**src/prio_bank_pkg.sv**
```systemverilog
// Package holding the map, field layout and reset code of the priority bank
package prio_bank_pkg;

  // ==========================================================================
  // Bus and map geometry
  // ==========================================================================
  localparam int unsigned ADDR_W     = 12;
  localparam int unsigned DATA_W     = 32;
  localparam int unsigned REG_W      = 16;
  localparam int unsigned LVL_W      = 3;
  localparam int unsigned NUM_REGS   = 6;
  localparam int unsigned NUM_SRCS   = 20;

  // Byte offsets of the six registers
  localparam logic [11:0] EXT_INT_ONE_PRIORITY_OFFS          = 12'h0000;
  localparam logic [11:0] TIMER4_COMPARE_DMA2_PRIORITY_OFFS  = 12'h0004;
  localparam logic [11:0] UART2_EXTINT2_TIMER5_PRIORITY_OFFS = 12'h0008;
  localparam logic [11:0] CRYPTO_SPI2_PRIORITY_OFFS          = 12'h000C;
  localparam logic [11:0] CAPTURE_DMA3_PRIORITY_OFFS         = 12'h0010;
  localparam logic [11:0] COMPARE_CAPTURE_SIX_PRIORITY_OFFS  = 12'h0014;

  // ==========================================================================
  // Field layout
  // ==========================================================================
  localparam int unsigned SLOT_A_LSB = 0;
  localparam int unsigned SLOT_B_LSB = 4;
  localparam int unsigned SLOT_C_LSB = 8;
  localparam int unsigned SLOT_D_LSB = 12;

  // Implemented bits of each register; everything else reads as zero
  localparam logic [15:0] MASK_ONE_SLOT    = 16'h0007;
  localparam logic [15:0] MASK_FOUR_SLOTS  = 16'h7777;
  localparam logic [15:0] MASK_THREE_SLOTS = 16'h0777;

  // Reset code: top bit set, lower two clear, level 4
  localparam logic [2:0] FIELD_RESET  = 3'h4;
  localparam logic [2:0] LEVEL_OFF    = 3'h0;
  localparam logic [2:0] LEVEL_LOWEST = 3'h1;
  localparam logic [2:0] LEVEL_TOP    = 3'h7;

  // Register index and bit position of each source, in source order
  localparam int unsigned FIELD_REG [NUM_SRCS] = '{
    0, 1, 1, 1, 1, 2, 2, 2, 2, 3, 3, 3, 3, 4, 4, 4, 4, 5, 5, 5};
  localparam int unsigned FIELD_LSB [NUM_SRCS] = '{
    SLOT_A_LSB,
    SLOT_A_LSB, SLOT_B_LSB, SLOT_C_LSB, SLOT_D_LSB,
    SLOT_A_LSB, SLOT_B_LSB, SLOT_C_LSB, SLOT_D_LSB,
    SLOT_A_LSB, SLOT_B_LSB, SLOT_C_LSB, SLOT_D_LSB,
    SLOT_A_LSB, SLOT_B_LSB, SLOT_C_LSB, SLOT_D_LSB,
    SLOT_A_LSB, SLOT_B_LSB, SLOT_C_LSB};

  // ==========================================================================
  // Carrier: every source level presented to the arbiter
  // ==========================================================================
  typedef struct packed {
    logic [2:0] compare_six_level;
    logic [2:0] compare_five_level;
    logic [2:0] capture_six_level;
    logic [2:0] capture_five_level;
    logic [2:0] capture_four_level;
    logic [2:0] capture_three_level;
    logic [2:0] dma_three_level;
    logic [2:0] crypto_rollover_level;
    logic [2:0] crypto_buffer_free_level;
    logic [2:0] spi_two_tx_level;
    logic [2:0] spi_two_general_level;
    logic [2:0] uart_two_tx_level;
    logic [2:0] uart_two_rx_level;
    logic [2:0] ext_int_two_level;
    logic [2:0] timer_five_level;
    logic [2:0] timer_four_level;
    logic [2:0] compare_four_level;
    logic [2:0] compare_three_level;
    logic [2:0] dma_two_level;
    logic [2:0] ext_int_one_level;
  } src_levels_t;

endpackage

```
**src/prio_bank.sv**
```systemverilog
// APB bank of six priority registers for twenty interrupt sources
//
// Function
// Three-bit field; all-ones code means level 7, the highest.
// Code 001 means level 1, the lowest enabled level.
// Code 000 disables the source; it never raises a request.
// Unimplemented bits always read as zero.
// Every field resets to code 100, level 4.
// Every field is writable and reads back the last value written.
// First register: only bits 2-0, external interrupt 1.
// Second: timer 4, compare 4, compare 3, DMA 2.
// Third: UART2 transmit, UART2 receive, external interrupt 2, timer 5.
// Fourth: crypto rollover, crypto buffer free, SPI2 transmit, SPI2 general.
// Fifth: capture 5, capture 4, capture 3, DMA 3.
// Sixth: bits 15-11 zero; compare 6, compare 5, capture 6.
// Bits 15, 11, 7 and 3 of registers two to five read zero.
// Codes map linearly to levels; levels go out to the arbiter.
// Writes to unimplemented bits are dropped and store nothing.
module prio_bank
  import prio_bank_pkg::*;
#(
  parameter int unsigned AW = ADDR_W
)(
  input  wire logic                pclk,
  input  wire logic                presetn,
  input  wire logic                psel,
  input  wire logic                penable,
  input  wire logic                pwrite,
  input  wire logic [AW-1:0]       paddr,
  input  wire logic [DATA_W-1:0]   pwdata,
  input  wire logic [3:0]          pstrb,
  input  wire logic [NUM_SRCS-1:0] src_irq,
  output logic      [DATA_W-1:0]   prdata,
  output logic                     pready,
  output logic                     pslverr,
  output src_levels_t              levels,
  output logic      [NUM_SRCS-1:0] src_enable,
  output logic      [NUM_SRCS-1:0] irq_req
);

  // ==========================================================================
  // Bus decode
  // ==========================================================================
  logic [DATA_W-1:0]   prdata_reg;
  logic                pready_reg;
  logic                pslverr_reg;
  logic [NUM_SRCS-1:0] irq_req_reg;
  logic [NUM_SRCS-1:0] enabled;
  logic [2:0]          lvl [NUM_SRCS];
  logic [REG_W-1:0]    rd_word;

  wire       setup_phase = psel && !penable;
  wire       access_done = psel && penable && pready_reg;
  wire [2:0] reg_idx     = paddr[4:2];
  // Upper address bits and misaligned byte address both miss the map
  wire       upper_zero  = (paddr[AW-1:5] == '0);
  wire       aligned     = (paddr[1:0] == 2'b00);
  wire       mapped      = upper_zero && aligned && (reg_idx < 3'(NUM_REGS));
  wire       wr_commit   = access_done && pwrite && mapped;

  // ==========================================================================
  // Priority fields
  // ==========================================================================
  // Fields read back
  // First register field
  // Second register fields
  // Third register fields
  // Fourth register fields
  // Fifth register fields
  // Sixth register fields
  // Separators left unstored
  // Each field sees only its own three bits and its byte lane, so a write
  // to separator or unused bits has nowhere to land.
  genvar g;
  generate
    for (g = 0; g < NUM_SRCS; g++) begin : g_field
      wire       lane_on = pstrb[FIELD_LSB[g] / 8];
      wire       hit     = wr_commit && (reg_idx == 3'(FIELD_REG[g])) && lane_on;
      // Masked write path
      prio_field u_field (
        .pclk    (pclk),
        .presetn (presetn),
        .wr_en   (hit),
        .wr_data (pwdata[FIELD_LSB[g] +: LVL_W]),
        .level   (lvl[g]),
        .enabled (enabled[g])
      );
    end
  endgenerate

  // ==========================================================================
  // Read data
  // ==========================================================================
  // Zero outside fields
  always_comb begin
    rd_word = '0;
    for (int i = 0; i < NUM_SRCS; i++) begin
      if (reg_idx == 3'(FIELD_REG[i])) begin
        rd_word = rd_word | (REG_W'(lvl[i]) << FIELD_LSB[i]);
      end
    end
  end

  // ==========================================================================
  // APB response
  // ==========================================================================
  // Upper half driven zero
  // Zero wait states: data captured in setup, ready in the first access cycle
  always_ff @(posedge pclk or negedge presetn) begin
    if (!presetn) begin
      pready_reg  <= 1'b0;
      pslverr_reg <= 1'b0;
      prdata_reg  <= '0;
    end else begin
      pready_reg  <= setup_phase;
      pslverr_reg <= setup_phase && !mapped;
      if (setup_phase) begin
        prdata_reg <= (!pwrite && mapped) ? {16'h0000, rd_word} : '0;
      end
    end
  end

  // ==========================================================================
  // Request gating toward the arbiter
  // ==========================================================================
  // Disabled sources gated
  always_ff @(posedge pclk or negedge presetn) begin
    if (!presetn) begin
      irq_req_reg <= '0;
    end else begin
      irq_req_reg <= src_irq & enabled;
    end
  end

  // ==========================================================================
  // Outputs
  // ==========================================================================
  assign prdata     = prdata_reg;
  assign pready     = pready_reg;
  assign pslverr    = pslverr_reg;
  assign irq_req    = irq_req_reg;
  assign src_enable = enabled;

  // Levels to the arbiter, codes passed unchanged
  assign levels.ext_int_one_level        = lvl[0];
  assign levels.dma_two_level            = lvl[1];
  assign levels.compare_three_level      = lvl[2];
  assign levels.compare_four_level       = lvl[3];
  assign levels.timer_four_level         = lvl[4];
  assign levels.timer_five_level         = lvl[5];
  assign levels.ext_int_two_level        = lvl[6];
  assign levels.uart_two_rx_level        = lvl[7];
  assign levels.uart_two_tx_level        = lvl[8];
  assign levels.spi_two_general_level    = lvl[9];
  assign levels.spi_two_tx_level         = lvl[10];
  assign levels.crypto_buffer_free_level = lvl[11];
  assign levels.crypto_rollover_level    = lvl[12];
  assign levels.dma_three_level          = lvl[13];
  assign levels.capture_three_level      = lvl[14];
  assign levels.capture_four_level       = lvl[15];
  assign levels.capture_five_level       = lvl[16];
  assign levels.capture_six_level        = lvl[17];
  assign levels.compare_five_level       = lvl[18];
  assign levels.compare_six_level        = lvl[19];

  // ==========================================================================
  // Checks
  // ==========================================================================
  // Helper: high from reset until the first committed write
  logic fresh_reg;
  always_ff @(posedge pclk or negedge presetn) begin
    if (!presetn) begin
      fresh_reg <= 1'b1;
    end else if (wr_commit) begin
      fresh_reg <= 1'b0;
    end
  end

  // Qualifiers shared by the checks below
  wire rd_done = access_done && !pwrite && mapped;
  wire full_lane_wr = wr_commit && (pstrb == 4'hF);

  // Reset level four
  a_reset_level_four: assert property (@(posedge pclk) disable iff (!presetn)
    fresh_reg |-> (levels == {NUM_SRCS{FIELD_RESET}}) && (&src_enable))
    else $error("field left its reset code before any write");

  // Top code enables
  a_top_code_seven: assert property (@(posedge pclk) disable iff (!presetn)
    (full_lane_wr && reg_idx == 3'd0 && pwdata[2:0] == LEVEL_TOP)
    |=> (levels.ext_int_one_level == LEVEL_TOP) && src_enable[0])
    else $error("code 7 not stored as an enabled level");

  // Lowest code enables
  a_low_code_one: assert property (@(posedge pclk) disable iff (!presetn)
    (full_lane_wr && reg_idx == 3'd5 && pwdata[10:8] == LEVEL_LOWEST)
    |=> (levels.compare_six_level == LEVEL_LOWEST) && src_enable[19])
    else $error("code 1 not stored as an enabled level");

  // Disabled never requests
  a_zero_no_request: assert property (@(posedge pclk) disable iff (!presetn)
    (!src_enable[5]) ##1 (!src_enable[5]) |-> !irq_req[5])
    else $error("disabled source raised a request");

  // Enabled source passes
  a_enabled_passes: assert property (@(posedge pclk) disable iff (!presetn)
    (src_irq[12] && src_enable[12]) |=> irq_req[12])
    else $error("enabled source request dropped");

  // Write then read back
  a_write_readback: assert property (@(posedge pclk) disable iff (!presetn)
    (full_lane_wr && reg_idx == 3'd2)
    |=> (levels.uart_two_tx_level == $past(pwdata[14:12]))
     && (levels.timer_five_level == $past(pwdata[2:0])))
    else $error("stored level differs from written value");

  // Unused bits store nothing
  a_unused_write_drop: assert property (@(posedge pclk) disable iff (!presetn)
    (full_lane_wr && reg_idx == 3'd0) |=> $stable(levels[59:3]))
    else $error("write to first register touched another field");

  // First register read
  a_read_first_reg: assert property (@(posedge pclk) disable iff (!presetn)
    (rd_done && reg_idx == 3'd0)
    |-> prdata == {29'h0000_0000, levels.ext_int_one_level})
    else $error("first register read wrong");

  // Second register read
  a_read_second_reg: assert property (@(posedge pclk) disable iff (!presetn)
    (rd_done && reg_idx == 3'd1)
    |-> prdata == {17'h0_0000, levels.timer_four_level, 1'b0, levels.compare_four_level,
                   1'b0, levels.compare_three_level, 1'b0, levels.dma_two_level})
    else $error("second register read wrong");

  // Third register read
  a_read_third_reg: assert property (@(posedge pclk) disable iff (!presetn)
    (rd_done && reg_idx == 3'd2)
    |-> prdata == {17'h0_0000, levels.uart_two_tx_level, 1'b0, levels.uart_two_rx_level,
                   1'b0, levels.ext_int_two_level, 1'b0, levels.timer_five_level})
    else $error("third register read wrong");

  // Fourth register read
  a_read_fourth_reg: assert property (@(posedge pclk) disable iff (!presetn)
    (rd_done && reg_idx == 3'd3)
    |-> prdata == {17'h0_0000, levels.crypto_rollover_level, 1'b0,
                   levels.crypto_buffer_free_level, 1'b0, levels.spi_two_tx_level,
                   1'b0, levels.spi_two_general_level})
    else $error("fourth register read wrong");

  // Fifth register read
  a_read_fifth_reg: assert property (@(posedge pclk) disable iff (!presetn)
    (rd_done && reg_idx == 3'd4)
    |-> prdata == {17'h0_0000, levels.capture_five_level, 1'b0, levels.capture_four_level,
                   1'b0, levels.capture_three_level, 1'b0, levels.dma_three_level})
    else $error("fifth register read wrong");

  // Sixth register read
  a_read_sixth_reg: assert property (@(posedge pclk) disable iff (!presetn)
    (rd_done && reg_idx == 3'd5)
    |-> prdata == {21'h00_0000, levels.compare_six_level, 1'b0,
                   levels.compare_five_level, 1'b0, levels.capture_six_level})
    else $error("sixth register read wrong");

  // Separator bits zero
  a_separator_zero: assert property (@(posedge pclk) disable iff (!presetn)
    rd_done |-> (prdata[15] | prdata[11] | prdata[7] | prdata[3]) == 1'b0)
    else $error("separator bit read as one");

  // Upper half zero
  a_upper_half_zero: assert property (@(posedge pclk) disable iff (!presetn)
    access_done |-> prdata[31:16] == 16'h0000)
    else $error("upper half of read data not zero");

  // Top code, fourth register
  a_top_code_crypto: assert property (@(posedge pclk) disable iff (!presetn)
    (full_lane_wr && reg_idx == 3'd3 && pwdata[14:12] == LEVEL_TOP)
    |=> (levels.crypto_rollover_level == LEVEL_TOP) && src_enable[12])
    else $error("code 7 not stored in fourth register");

  // Low code, fourth register
  a_low_code_spi: assert property (@(posedge pclk) disable iff (!presetn)
    (full_lane_wr && reg_idx == 3'd3 && pwdata[2:0] == LEVEL_LOWEST)
    |=> (levels.spi_two_general_level == LEVEL_LOWEST) && src_enable[9])
    else $error("code 1 not stored in fourth register");

  // Enable flag tracks code
  a_enable_tracks_code: assert property (@(posedge pclk) disable iff (!presetn)
    ((levels.timer_five_level != LEVEL_OFF) == src_enable[5])
    && ((levels.uart_two_tx_level != LEVEL_OFF) == src_enable[8]))
    else $error("enable flag disagrees with stored code");

  // Reset word, second register
  a_reset_word_second: assert property (@(posedge pclk) disable iff (!presetn)
    (rd_done && fresh_reg && reg_idx == 3'd1)
    |-> prdata == {17'h0_0000, FIELD_RESET, 1'b0, FIELD_RESET,
                   1'b0, FIELD_RESET, 1'b0, FIELD_RESET})
    else $error("second register read wrong after reset");

  // Reset word, sixth register
  a_reset_word_sixth: assert property (@(posedge pclk) disable iff (!presetn)
    (rd_done && fresh_reg && reg_idx == 3'd5)
    |-> prdata == {21'h00_0000, FIELD_RESET, 1'b0, FIELD_RESET, 1'b0, FIELD_RESET})
    else $error("sixth register read wrong after reset");

  // Write then read back, fifth register
  a_write_readback_fifth: assert property (@(posedge pclk) disable iff (!presetn)
    (full_lane_wr && reg_idx == 3'd4)
    |=> (levels.capture_five_level == $past(pwdata[14:12]))
     && (levels.dma_three_level == $past(pwdata[2:0])))
    else $error("fifth register level differs from written value");

  // Unmapped read is zero
  a_unmapped_read_zero: assert property (@(posedge pclk) disable iff (!presetn)
    (access_done && !mapped) |-> prdata == 32'h0000_0000)
    else $error("unmapped access returned data");

  // Unmapped write stores nothing
  a_unmapped_no_store: assert property (@(posedge pclk) disable iff (!presetn)
    (access_done && pwrite && !mapped) |=> $stable(levels))
    else $error("unmapped write changed a level");

  // Strobed-off lane kept
  a_lane_off_kept: assert property (@(posedge pclk) disable iff (!presetn)
    (wr_commit && reg_idx == 3'd1 && pstrb == 4'h1)
    |=> $stable({levels.timer_four_level, levels.compare_four_level}))
    else $error("write touched a lane with its strobe low");

  // Error answer only on unmapped places
  a_error_on_unmapped: assert property (@(posedge pclk) disable iff (!presetn)
    access_done |-> (pslverr == !mapped))
    else $error("error response disagrees with address map");

  // Error rides with ready
  a_error_with_ready: assert property (@(posedge pclk) disable iff (!presetn)
    pslverr |-> pready)
    else $error("error response without ready");

  // Ready lasts one cycle
  a_ready_one_pulse: assert property (@(posedge pclk) disable iff (!presetn)
    pready |=> !pready)
    else $error("ready held for more than one cycle");

  // Bus answers in the first access cycle
  a_ready_one_wait: assert property (@(posedge pclk) disable iff (!presetn)
    setup_phase |=> pready ##1 !pready || setup_phase)
    else $error("ready not given in first access cycle");

endmodule // prio_bank

```
**src/prio_field.sv**
```systemverilog
// One three-bit priority field with its enable flag
module prio_field
  import prio_bank_pkg::*;
(
  input  wire logic       pclk,
  input  wire logic       presetn,
  input  wire logic       wr_en,
  input  wire logic [2:0] wr_data,
  output logic      [2:0] level,
  output logic            enabled
);

  // ==========================================================================
  // Storage
  // ==========================================================================
  logic [2:0] level_reg;
  logic       enabled_reg;
  logic [2:0] level_next;

  // Code kept as level
  // Flag follows the stored code so both leave flops together
  assign level_next = wr_en ? wr_data : level_reg;

  // Reset code four
  always_ff @(posedge pclk or negedge presetn) begin
    if (!presetn) begin
      level_reg   <= FIELD_RESET;
      enabled_reg <= 1'b1;
    end else begin
      level_reg   <= level_next;
      enabled_reg <= (level_next != LEVEL_OFF);
    end
  end

  assign level   = level_reg;
  assign enabled = enabled_reg;

endmodule // prio_field

```
**config.mk**
```make
export PLATFORM = sky130hd
export DESIGN_NAME = prio_bank
export DESIGN_NICKNAME = d
export VERILOG_FILES = /design/src/prio_bank_pkg.sv /design/src/prio_bank.sv /design/src/prio_field.sv
export SDC_FILE = /design/constraint.sdc
export NUM_CORES = 1
export LEC_CHECK = 0
export BUFFER_PORTS_ARGS = -buffer_cell sky130_fd_sc_hd__buf_2
export CAP_MARGIN = 20
export CORE_MARGIN = 2
export CORE_UTILIZATION = 44
export CTS_CLUSTER_DIAMETER = 150
export DETAILED_ROUTE_END_ITERATION = 16
export GPL_ROUTABILITY_DRIVEN = 0
export PLACE_DENSITY = 0.76
export RECOVER_POWER = 25
export REMOVE_ABC_BUFFERS = 1
export SLEW_MARGIN = 15
export SYNTH_ARGS = -nofsm -noshare
export SYNTH_HDL_FRONTEND = slang
export SYNTH_SLANG_ARGS = --single-unit
```
**constraint.sdc**
```tcl
create_clock -name pclk -period 1.7 [get_ports pclk]
set_input_delay 0.17 -clock pclk [delete_from_list [all_inputs] [get_ports pclk]]
set_output_delay 0.17 -clock pclk [all_outputs]
set_load 0.005 [all_outputs]
```
Word-level counts from Yosys, hierarchy flattened
Index checks and enable logic that the tools add are counted. W data, S select, Z words.

Bitwise gates (word level): 20. Magnitude comparators: 1. Equal/unequal tests: 5. Muxes and demuxes: 41. Reduce and logical (&&, ||, !) cells: 52.

Operators with widths (count): $mux W16 (20); $or A16 B11 Y16 (5); $or A16 B7 Y16 (5); $or A16 B15 Y16 (4); $or A16 B3 Y16 (4); $mux W3 (21); $reduce_bool A3 Y1 (20); $logic_and A1 B1 Y1 (26); $and A20 B20 Y20 (1); $logic_not A7 Y1 (1); $eq A3 B2 Y1 const B (2); $eq A3 B3 Y1 const B (2); $eq A3 B1 Y1 const B (1); $logic_not A1 Y1 (3); $logic_not A3 Y1 (1); $lt A3 B3 Y1 const B (1); $or A3 B3 Y3 (1); $logic_not A2 Y1 (1).

Output and inout port bits: 134. Logic and storage cells: 163. Bits of input ports: 73. Register bits: 134.

Depth between registers and ports, before layout
Gate-level depths: netlist (run 1).

Depth after elaboration: 41. Gate-level depth with buffers: 6. Depth with buffers taken out: 4.

Hierarchy
A second synthesis (run 1) with hierarchy kept.

Cells, all modules: 359. Area, all modules: 5136.2 um2.

By module, submodules not included: prio_field (times used 20, area an instance 150.1 um2, cells each 8, sequential area each 102.6 um2); prio_bank (times used 1, area an instance 2133.3 um2, cells each 199, sequential area each 850.8 um2).

Least setup slack after synthesis (run 1)
OpenSTA, ideal clock, no wires.

Path kind: input to register. Start: in paddr[10]. End: reg g_field[7].u_field.level_reg[1]. Required time: 1.575 ns. Stages: 5. Setup slack: -0.028 ns. Library setup time: 0.125 ns. Data arrival time: 1.603 ns. Path buffers: 1. Cells stage by stage: nor4_4 > nand3_4 > buf_6 > nor3_4 > mux2_4.

Word-level cells in the longest chain between the ends: 7.

Ends and longest elaborated chain: from (decl) (RTL line prio_bank.sv:29) `input wire logic [AW-1:0] paddr,`; $logic_not A7 Y1 (RTL line prio_bank.sv:56) `wire upper_zero = (paddr[AW-1:5] == '0);`; $logic_and A1 B1 Y1 (2 in a row) (RTL line prio_bank.sv:58) `wire mapped = upper_zero && aligned && (reg_idx < 3'(NUM_REGS));`; $logic_and A1 B1 Y1 (RTL line prio_bank.sv:59) `wire wr_commit = access_done && pwrite && mapped;`; $logic_and A1 B1 Y1 (2 in a row) (RTL line prio_bank.sv:78) `wire hit = wr_commit && (reg_idx == 3'(FIELD_REG[g])) && lane_on;`; $mux W3 (RTL line prio_field.sv:22) `assign level_next = wr_en ? wr_data : level_reg;`; net g_field[7].u_field.level_next[1] (RTL line prio_field.sv:18) `logic [2:0] level_next;`; to (signal assigned) (RTL line prio_field.sv:30) `level_reg <= level_next;`; to (decl) (RTL line prio_field.sv:16) `logic [2:0] level_reg;`.

The timed path passes the listed nets, and every way through them passes these cells. A chain may end at the register's enable or synchronous reset.

Worst setup path in the final report (run 1)
Start: reg pready_reg, in the netlist pready. End: reg g_field[12].u_field.level_reg[0].

Word-level cells in the longest chain between the ends: 6.

Ends and longest elaborated chain: from (decl) (RTL line prio_bank.sv:45) `logic pready_reg;`; from (signal assigned) (RTL line prio_bank.sv:115) `pready_reg <= setup_phase;`; $logic_and A1 B1 Y1 (RTL line prio_bank.sv:53) `wire access_done = psel && penable && pready_reg;`; $logic_and A1 B1 Y1 (2 in a row) (RTL line prio_bank.sv:59); $logic_and A1 B1 Y1 (2 in a row) (RTL line prio_bank.sv:78); $mux W3 (RTL line prio_field.sv:22); net g_field[12].u_field.level_next[0] (RTL line prio_field.sv:18); to (signal assigned) (RTL line prio_field.sv:30); to (decl) (RTL line prio_field.sv:16).

The timed path passes the listed nets, and every way through them passes these cells.

==> results of run 1 <==
[power breakdown]
part           internal, mW  total (mW)  switching (mW)
Sequential             2.73        2.73         0.00137
Combinational         0.115       0.306           0.190
Clock                  2.31        3.48            1.17
Total                  5.15        6.52            1.36
[layer usage]
| metal | track usage | routed length, um |
|---|---|---|
| met5 | 0 | 0 |
| met4 | 0.0976 | 300 |
| met3 | 0.0595 | 736 |
| met2 | 0.354 | 7120 |
| met1 | 0.257 | 5530 |
[final timing paths]
check                                                         end                  start  cells past startpoint  slack [ps]
max in group asynchronous  g_field[13].u_field.level[0]$_DFF_PN0_                presetn                      3         390
max                        g_field[12].u_field.level[0]$_DFF_PN0_       pready$_DFF_PN0_                      6          40
min                                              pready$_DFF_PN0_                   psel                      3          50
max reg2reg                g_field[12].u_field.level[0]$_DFF_PN0_       pready$_DFF_PN0_                      6          40
min reg2reg                                 prdata[2]$_DFFE_PN0P_  prdata[2]$_DFFE_PN0P_                      2         490
min in group asynchronous  g_field[12].u_field.level[0]$_DFF_PN0_                presetn                      3         550
[timing repair]
item	CTS	global route
pin swaps	0	2
buffers inserted	0	2
endpoints found under the setup margin	4	21
hold buffers	21	0
gates resized for setup	2	3
hold endpoints to repair	94	0
[Yosys cell counts (2+ instances only)]
cell type | count | share of area
buf_1 | 2 | 0.0014
nand2_1 | 8 | 0.0057
and2_1 | 22 | 0.026
o21ai_0 | 5 | 0.0047
nand2b_1 | 2 | 0.0024
o22ai_1 | 8 | 0.0094
a21oi_1 | 2 | 0.0019
o21a_1 | 2 | 0.0028
dfstp_2 | 40 | 0.20
a22oi_1 | 8 | 0.011
a22o_1 | 11 | 0.018
dfrtp_1 | 74 | 0.35
mux2i_1 | 30 | 0.057
inv_1 | 2 | 0.0014
nor2b_1 | 2 | 0.0024
nor3_1 | 24 | 0.023
nor2_1 | 2 | 0.0014
a221oi_1 | 3 | 0.0050
clkbuf_1 | 8 | 0.0057
nor3_2 | 3 | 0.0057
buf_4 | 40 | 0.057
nor3_4 | 9 | 0.028
mux2_2 | 56 | 0.12
mux2_4 | 12 | 0.034
nand3_1 | 4 | 0.0038
[critical path, cell delays in order (launching register included)]
cell and delay, ps:
dfrtp_1 350, and4_4 260, nand2_1 70, buf_4 170
nor3_4 200, buf_12 170, mux2_4 310
[area by class of cell]
cell class / instances / area share
Sequential cell: 114 / 0.403
Multi-Input combinational cell: 245 / 0.295
Timing Repair Buffer: 218 / 0.194
Clock buffer: 28 / 0.0703
Tap cell: 147 / 0.0255
Clock inverter: 4 / 0.0101
Inverter: 2 / 0.00104
Antenna cell: 3 / 0.00104
[cells by family (layout without fill, tap and decap cells)]
| group | Yosys count | after routing |
|---|---|---|
| mux | 98 | 98 |
| other cells | 1 | 23 |
| simple gates | 85 | 85 |
| buf+inv | 53 | 252 |
| flops | 114 | 114 |
| compound gates | 42 | 42 |
[metrics by stage]
| stage | instance area (um^2) | utilization | hold slack (ps) |
|---|---|---|---|
| floorplan | 5020 | - | -126 |
| global placement | 6390 | 0.538 | 292 |
| detailed placement | 6390 | 0.538 | 299 |
| CTS | 7180 | 0.605 | 26.4 |
| global route | 7200 | 0.607 | 53.4 |
| finish | 7200 | 0.607 | 51.3 |
==> qor.yml, run 1 <==
grt:
  grt_max_degree: 115
  grt_util_all_layers: 0.212
  grt_first_pass_wirelength_um: 20900
  grt_antenna_before_repair: 3
  grt_overflow_total: 0
  grt_pass1_vias: 3981
synth:
  synthSimpleGateAreaFrac: 0.116
  ys_seq_elements: 114
  ys_warn_count: 0
  synth_top_family_by_area: "multiplexers"
  synthCells: 393
  ys_seq_area_frac: 0.548
  synthXorXnorAreaFrac: 0
  synth_compound_area_frac: 0.0583
  synthFlopType: "dfrtp_1"
  syn_area_per_cell_um2: 13.5
  syn-cell-area_um2: 5300
  synthMuxAreaShare: 0.210
  synth-edff-count: 0
  synthAdderAreaFrac: 0
  synth.distinct_cells: 39
  async_flop_share: 1.00
clock_network:
  clk_pin_slew_ps: 50
  clk_latency_ps: 400
  numCtsBuffers: 17
  cts_tree: "done"
  cts_max_path_buffers: 2
  htreeDepth: 4
  cts_root_buf: "clkbuf_16"
  clock_sinks: 114
power_and_ir_drop:
  power_density_nw_per_um2: 904
  p_leak_nw: 3.75
  p_total_mw: 6.52
  ir_worst_vdd_mv: 0.599
route:
  wl_per_cell_um: 18.0
  drt-total-wl_um: 13700
  drt-vias-per-instance: 5.19
  initialDrtViolationCount: 204
  num_vias: 3952
  ant_nets: 0
  firstDrtPassIters: 4
  drc: 0
worst_setup_path:
  crit_required_ps: 1980
  path_class: "reg -> reg"
  worstSetupEndpointType: "register"
  start_kind: "register"
  cp.arrival_ps: 1950
  crit_fanout: 8
timing:
  max_slew.worst_pin.slew_ps: 1050
  slew_headroom: 0.300
  max_freq_mhz: 602
  hold_violations: 0
  tns_ps: 0
  fin_crit_ps: 1660
  setup_ws_ps: 38.6
  rsz0062_at_grt: "no"
  fin_skew_ps: 6.78
  setup_viol: 0
  finalCritPeriodShare: 0.977
  drv_slew: 0
die:
  die_h_um: 114
  io_pins: 207
  std_cell_rows: 40
  fp.dieW_um: 114
  die-area_um2: 12900
  fp.coreArea_um2: 11900
  start_util: 0.447
hold_path:
  holdCritPathClass: "in -> reg"
finish:
  largest_register_ffs: 60
  final_common_cell: "buf_2"
  final_cell_mix: "buf_2 (163), dfrtp_1 (74), mux2_2 (56)"
  multiInputGateArea_um2: 2130
  fillerInstances: 913
  seq_area_um2: 2900
  drive_gt1_frac: 0.566
  instances_no_fill: 761
  num-nets-final: 671
  area_growth_pct: 36.0
place:
  place_inst: 703
  port_buffers: 164
  dpl.hpwl_um: 9650
  pre_cts_ws_ps: -120
outcome:
  status: "completed"
flow_run:
  max_cap_violations: 0
Power figures use the tool's default switching activity.
==> run 2, diff against run 1 <==
--- a/config.mk
+++ b/config.mk
@@ -5,8 +5,10 @@
 export SDC_FILE = /design/constraint.sdc
 export NUM_CORES = 1
 export LEC_CHECK = 0
+export ABC_CLOCK_PERIOD_IN_PS = 1700
 export BUFFER_PORTS_ARGS = -buffer_cell sky130_fd_sc_hd__buf_2
 export CAP_MARGIN = 20
+export CORE_ASPECT_RATIO = 0.75
 export CORE_MARGIN = 2
 export CORE_UTILIZATION = 44
 export CTS_CLUSTER_DIAMETER = 150
==> qor.yml, run 2 (synthesis gave the netlist of run 1 again) <==
outcome:
  status: "completed"  # unchanged
finish:
  largest_register_ffs: 60  # unchanged
  multiInputGateArea_um2: 2110  # was 2130 um^2
  diodes: 0  # was 3
  drive_gt1_frac: 0.570  # was 0.566
  area_growth_pct: 36.7  # was 36.0%
  seq_area_um2: 2900  # unchanged
  instances_no_fill: 772  # was 761
  fillerInstances: 931  # was 913
  final_common_cell: "buf_2"  # unchanged
  final_cell_mix: "buf_2 (162), dfrtp_1 (74), mux2_2 (56)"  # was buf_2 (163), dfrtp_1 (74), mux2_2 (56)
  num-nets-final: 670  # was 671
power_and_ir_drop:
  power_density_nw_per_um2: 909  # was 904 nW/um^2
  p_total_mw: 6.59  # was 6.52 mW
  ir_worst_vdd_mv: 0.666  # was 0.599 mV
  p_leak_nw: 3.77  # was 3.75 nW
route:
  wl_per_cell_um: 17.2  # was 18.0 um
  drc: 0  # unchanged
  firstDrtPassIters: 5  # was 4
  initialDrtViolationCount: 202  # was 204
  drt-total-wl_um: 13300  # was 13700 um
  num_vias: 3879  # was 3952
  ant_nets: 0  # unchanged
  drt-vias-per-instance: 5.02  # was 5.19
die:
  io_pins: 207  # unchanged
  die-area_um2: 12900  # about the same
  die_h_um: 99.0  # was 114 um
  start_util: 0.455  # was 0.447
  fp.dieW_um: 131  # was 114 um
  std_cell_rows: 34  # was 40
  fp.coreArea_um2: 11700  # was 11900 um^2
worst_setup_path:
  start_kind: "register"  # unchanged
  reg2regPathDepth: 6  # unchanged
  path_buf_inv: 2  # unchanged
  path_class: "reg -> reg"  # unchanged
  path_delay_family: "simple AND/OR/NAND/NOR gates"  # unchanged
  cp.arrival_ps: 1930  # was 1950 ps
  crit_required_ps: 1980  # about the same
  cpMostUsedCell: "buf_12"
  critPathMaxStageDelay_ps: 360  # was 350 ps
  worstSetupEndpointType: "register"  # unchanged
  crit_fanout: 8  # unchanged
  critPathSlowestCell: "dfrtp_1"  # unchanged
  worstPathCellList: "and4_4 -> nand2_2 -> buf_12 -> nor3_4 -> buf_12 -> mux2_4"  # was and4_4 -> nand2_1 -> buf_4 -> nor3_4 -> buf_12 -> mux2_4
  cp_num_cells: 6  # unchanged
clock_network:
  cts_tree: "done"  # unchanged
  numCtsBuffers: 17  # unchanged
  clk_pin_slew_ps: 50  # about the same
  cts_root_buf: "clkbuf_16"  # unchanged
  cts_max_path_buffers: 2  # unchanged
  clock_sinks: 114  # unchanged
  htreeDepth: 4  # unchanged
  clk_latency_ps: 410  # was 400 ps
timing:
  slew_headroom: 0.327  # was 0.300
  hold_slack_ps: 49.1  # was 51.3 ps
  max_slew.worst_pin.slew_ps: 1010  # was 1050 ps
  fin_skew_ps: 10.2  # was 6.78 ps
  setup_viol: 0  # unchanged
  tns_ps: 0  # unchanged
  fin_crit_ps: 1640  # was 1660 ps
  setup_ws_ps: 56.9  # was 38.6 ps
  finalCritPeriodShare: 0.967  # was 0.977
  drv_slew: 0  # unchanged
  max_freq_mhz: 609  # was 602 MHz
  hold_violations: 0  # unchanged
  rsz0062_at_grt: "no"  # unchanged
hold_path:
  hold-path-cell-count: 3  # unchanged
  holdCritPathClass: "in -> reg"  # unchanged
place:
  pre_cts_ws_ps: -81.0  # was -120 ps
  place_inst: 719  # was 703
  dpl.hpwl_um: 9500  # was 9650 um
  port_buffers: 164  # unchanged
grt:
  grt_antenna_before_repair: 0  # was 3
  grt_max_degree: 115  # unchanged
  grt_util_all_layers: 0.211  # was 0.212
  grt_first_pass_wirelength_um: 20700  # was 20900 um
  grt_overflow_total: 0  # unchanged
  grt_pass1_vias: 3951  # was 3981
flow_run:
  max_cap_violations: 0  # unchanged
-- run 2: per-layer routing --
| layer | vias up | wire length (um) | track usage |
|---|---|---|---|
| met5 | - | 0 | 0 |
| met4 | 0 | 137 | 0.0753 |
| met1 | 1945 | 6180 | 0.289 |
| li1 | 1777 | - | - |
| met2 | 145 | 6080 | 0.324 |
| met3 | 12 | 887 | 0.0575 |
-- run 2: worst paths after layout --
check / startpoint / end / slack (ps)
setup / recovery: pready$_DFF_PN0_ / g_field[11].u_field.level[0]$_DFF_PN0_ / 60
hold / removal: psel / pready$_DFF_PN0_ / 50
setup reg to reg: pready$_DFF_PN0_ / g_field[11].u_field.level[0]$_DFF_PN0_ / 60
hold reg to reg: prdata[2]$_DFFE_PN0P_ / prdata[2]$_DFFE_PN0P_ / 490
max in group asynchronous: presetn / g_field[5].u_field.level[0]$_DFF_PN0_ / 450
min in group asynchronous: presetn / irq_req[3]$_DFF_PN0_ / 550
-- run 2: repair_timing --
action	in CTS	in global routing
endpoints found under the hold margin	94	0
pin swaps	0	1
buffers inserted	0	0
gates resized for setup	2	3
endpoints found under the setup margin	7	13
hold buffers	21	0
-- run 2: per-stage QoR --
stage               cell area [um^2]  utilization
floorplan                       5020            -
global placement                6440        0.552
detailed placement              6440        0.552
CTS                             7260        0.622
global route                    7240        0.621
finish                          7240        0.621
-- run 2: layout make-up --
type / instances / area share
tap: 162 / 0.0280
clock inverter: 8 / 0.0136
sequential: 114 / 0.401
multi-input combinational: 245 / 0.292
inverter: 2 / 0.00104
timing repair buffer: 217 / 0.196
clock buffer: 24 / 0.0693
-- run 2: tightest hold or removal path: stages --
cell	delay, ps
buf_2	90
nand2b_1	100
inv_1	70
-- run 2: power breakdown --
part / switching (mW) / internal [mW]
registers: 0.00151 / 2.72
logic: 0.185 / 0.113
clock network: 1.21 / 2.35
total: 1.40 / 5.19
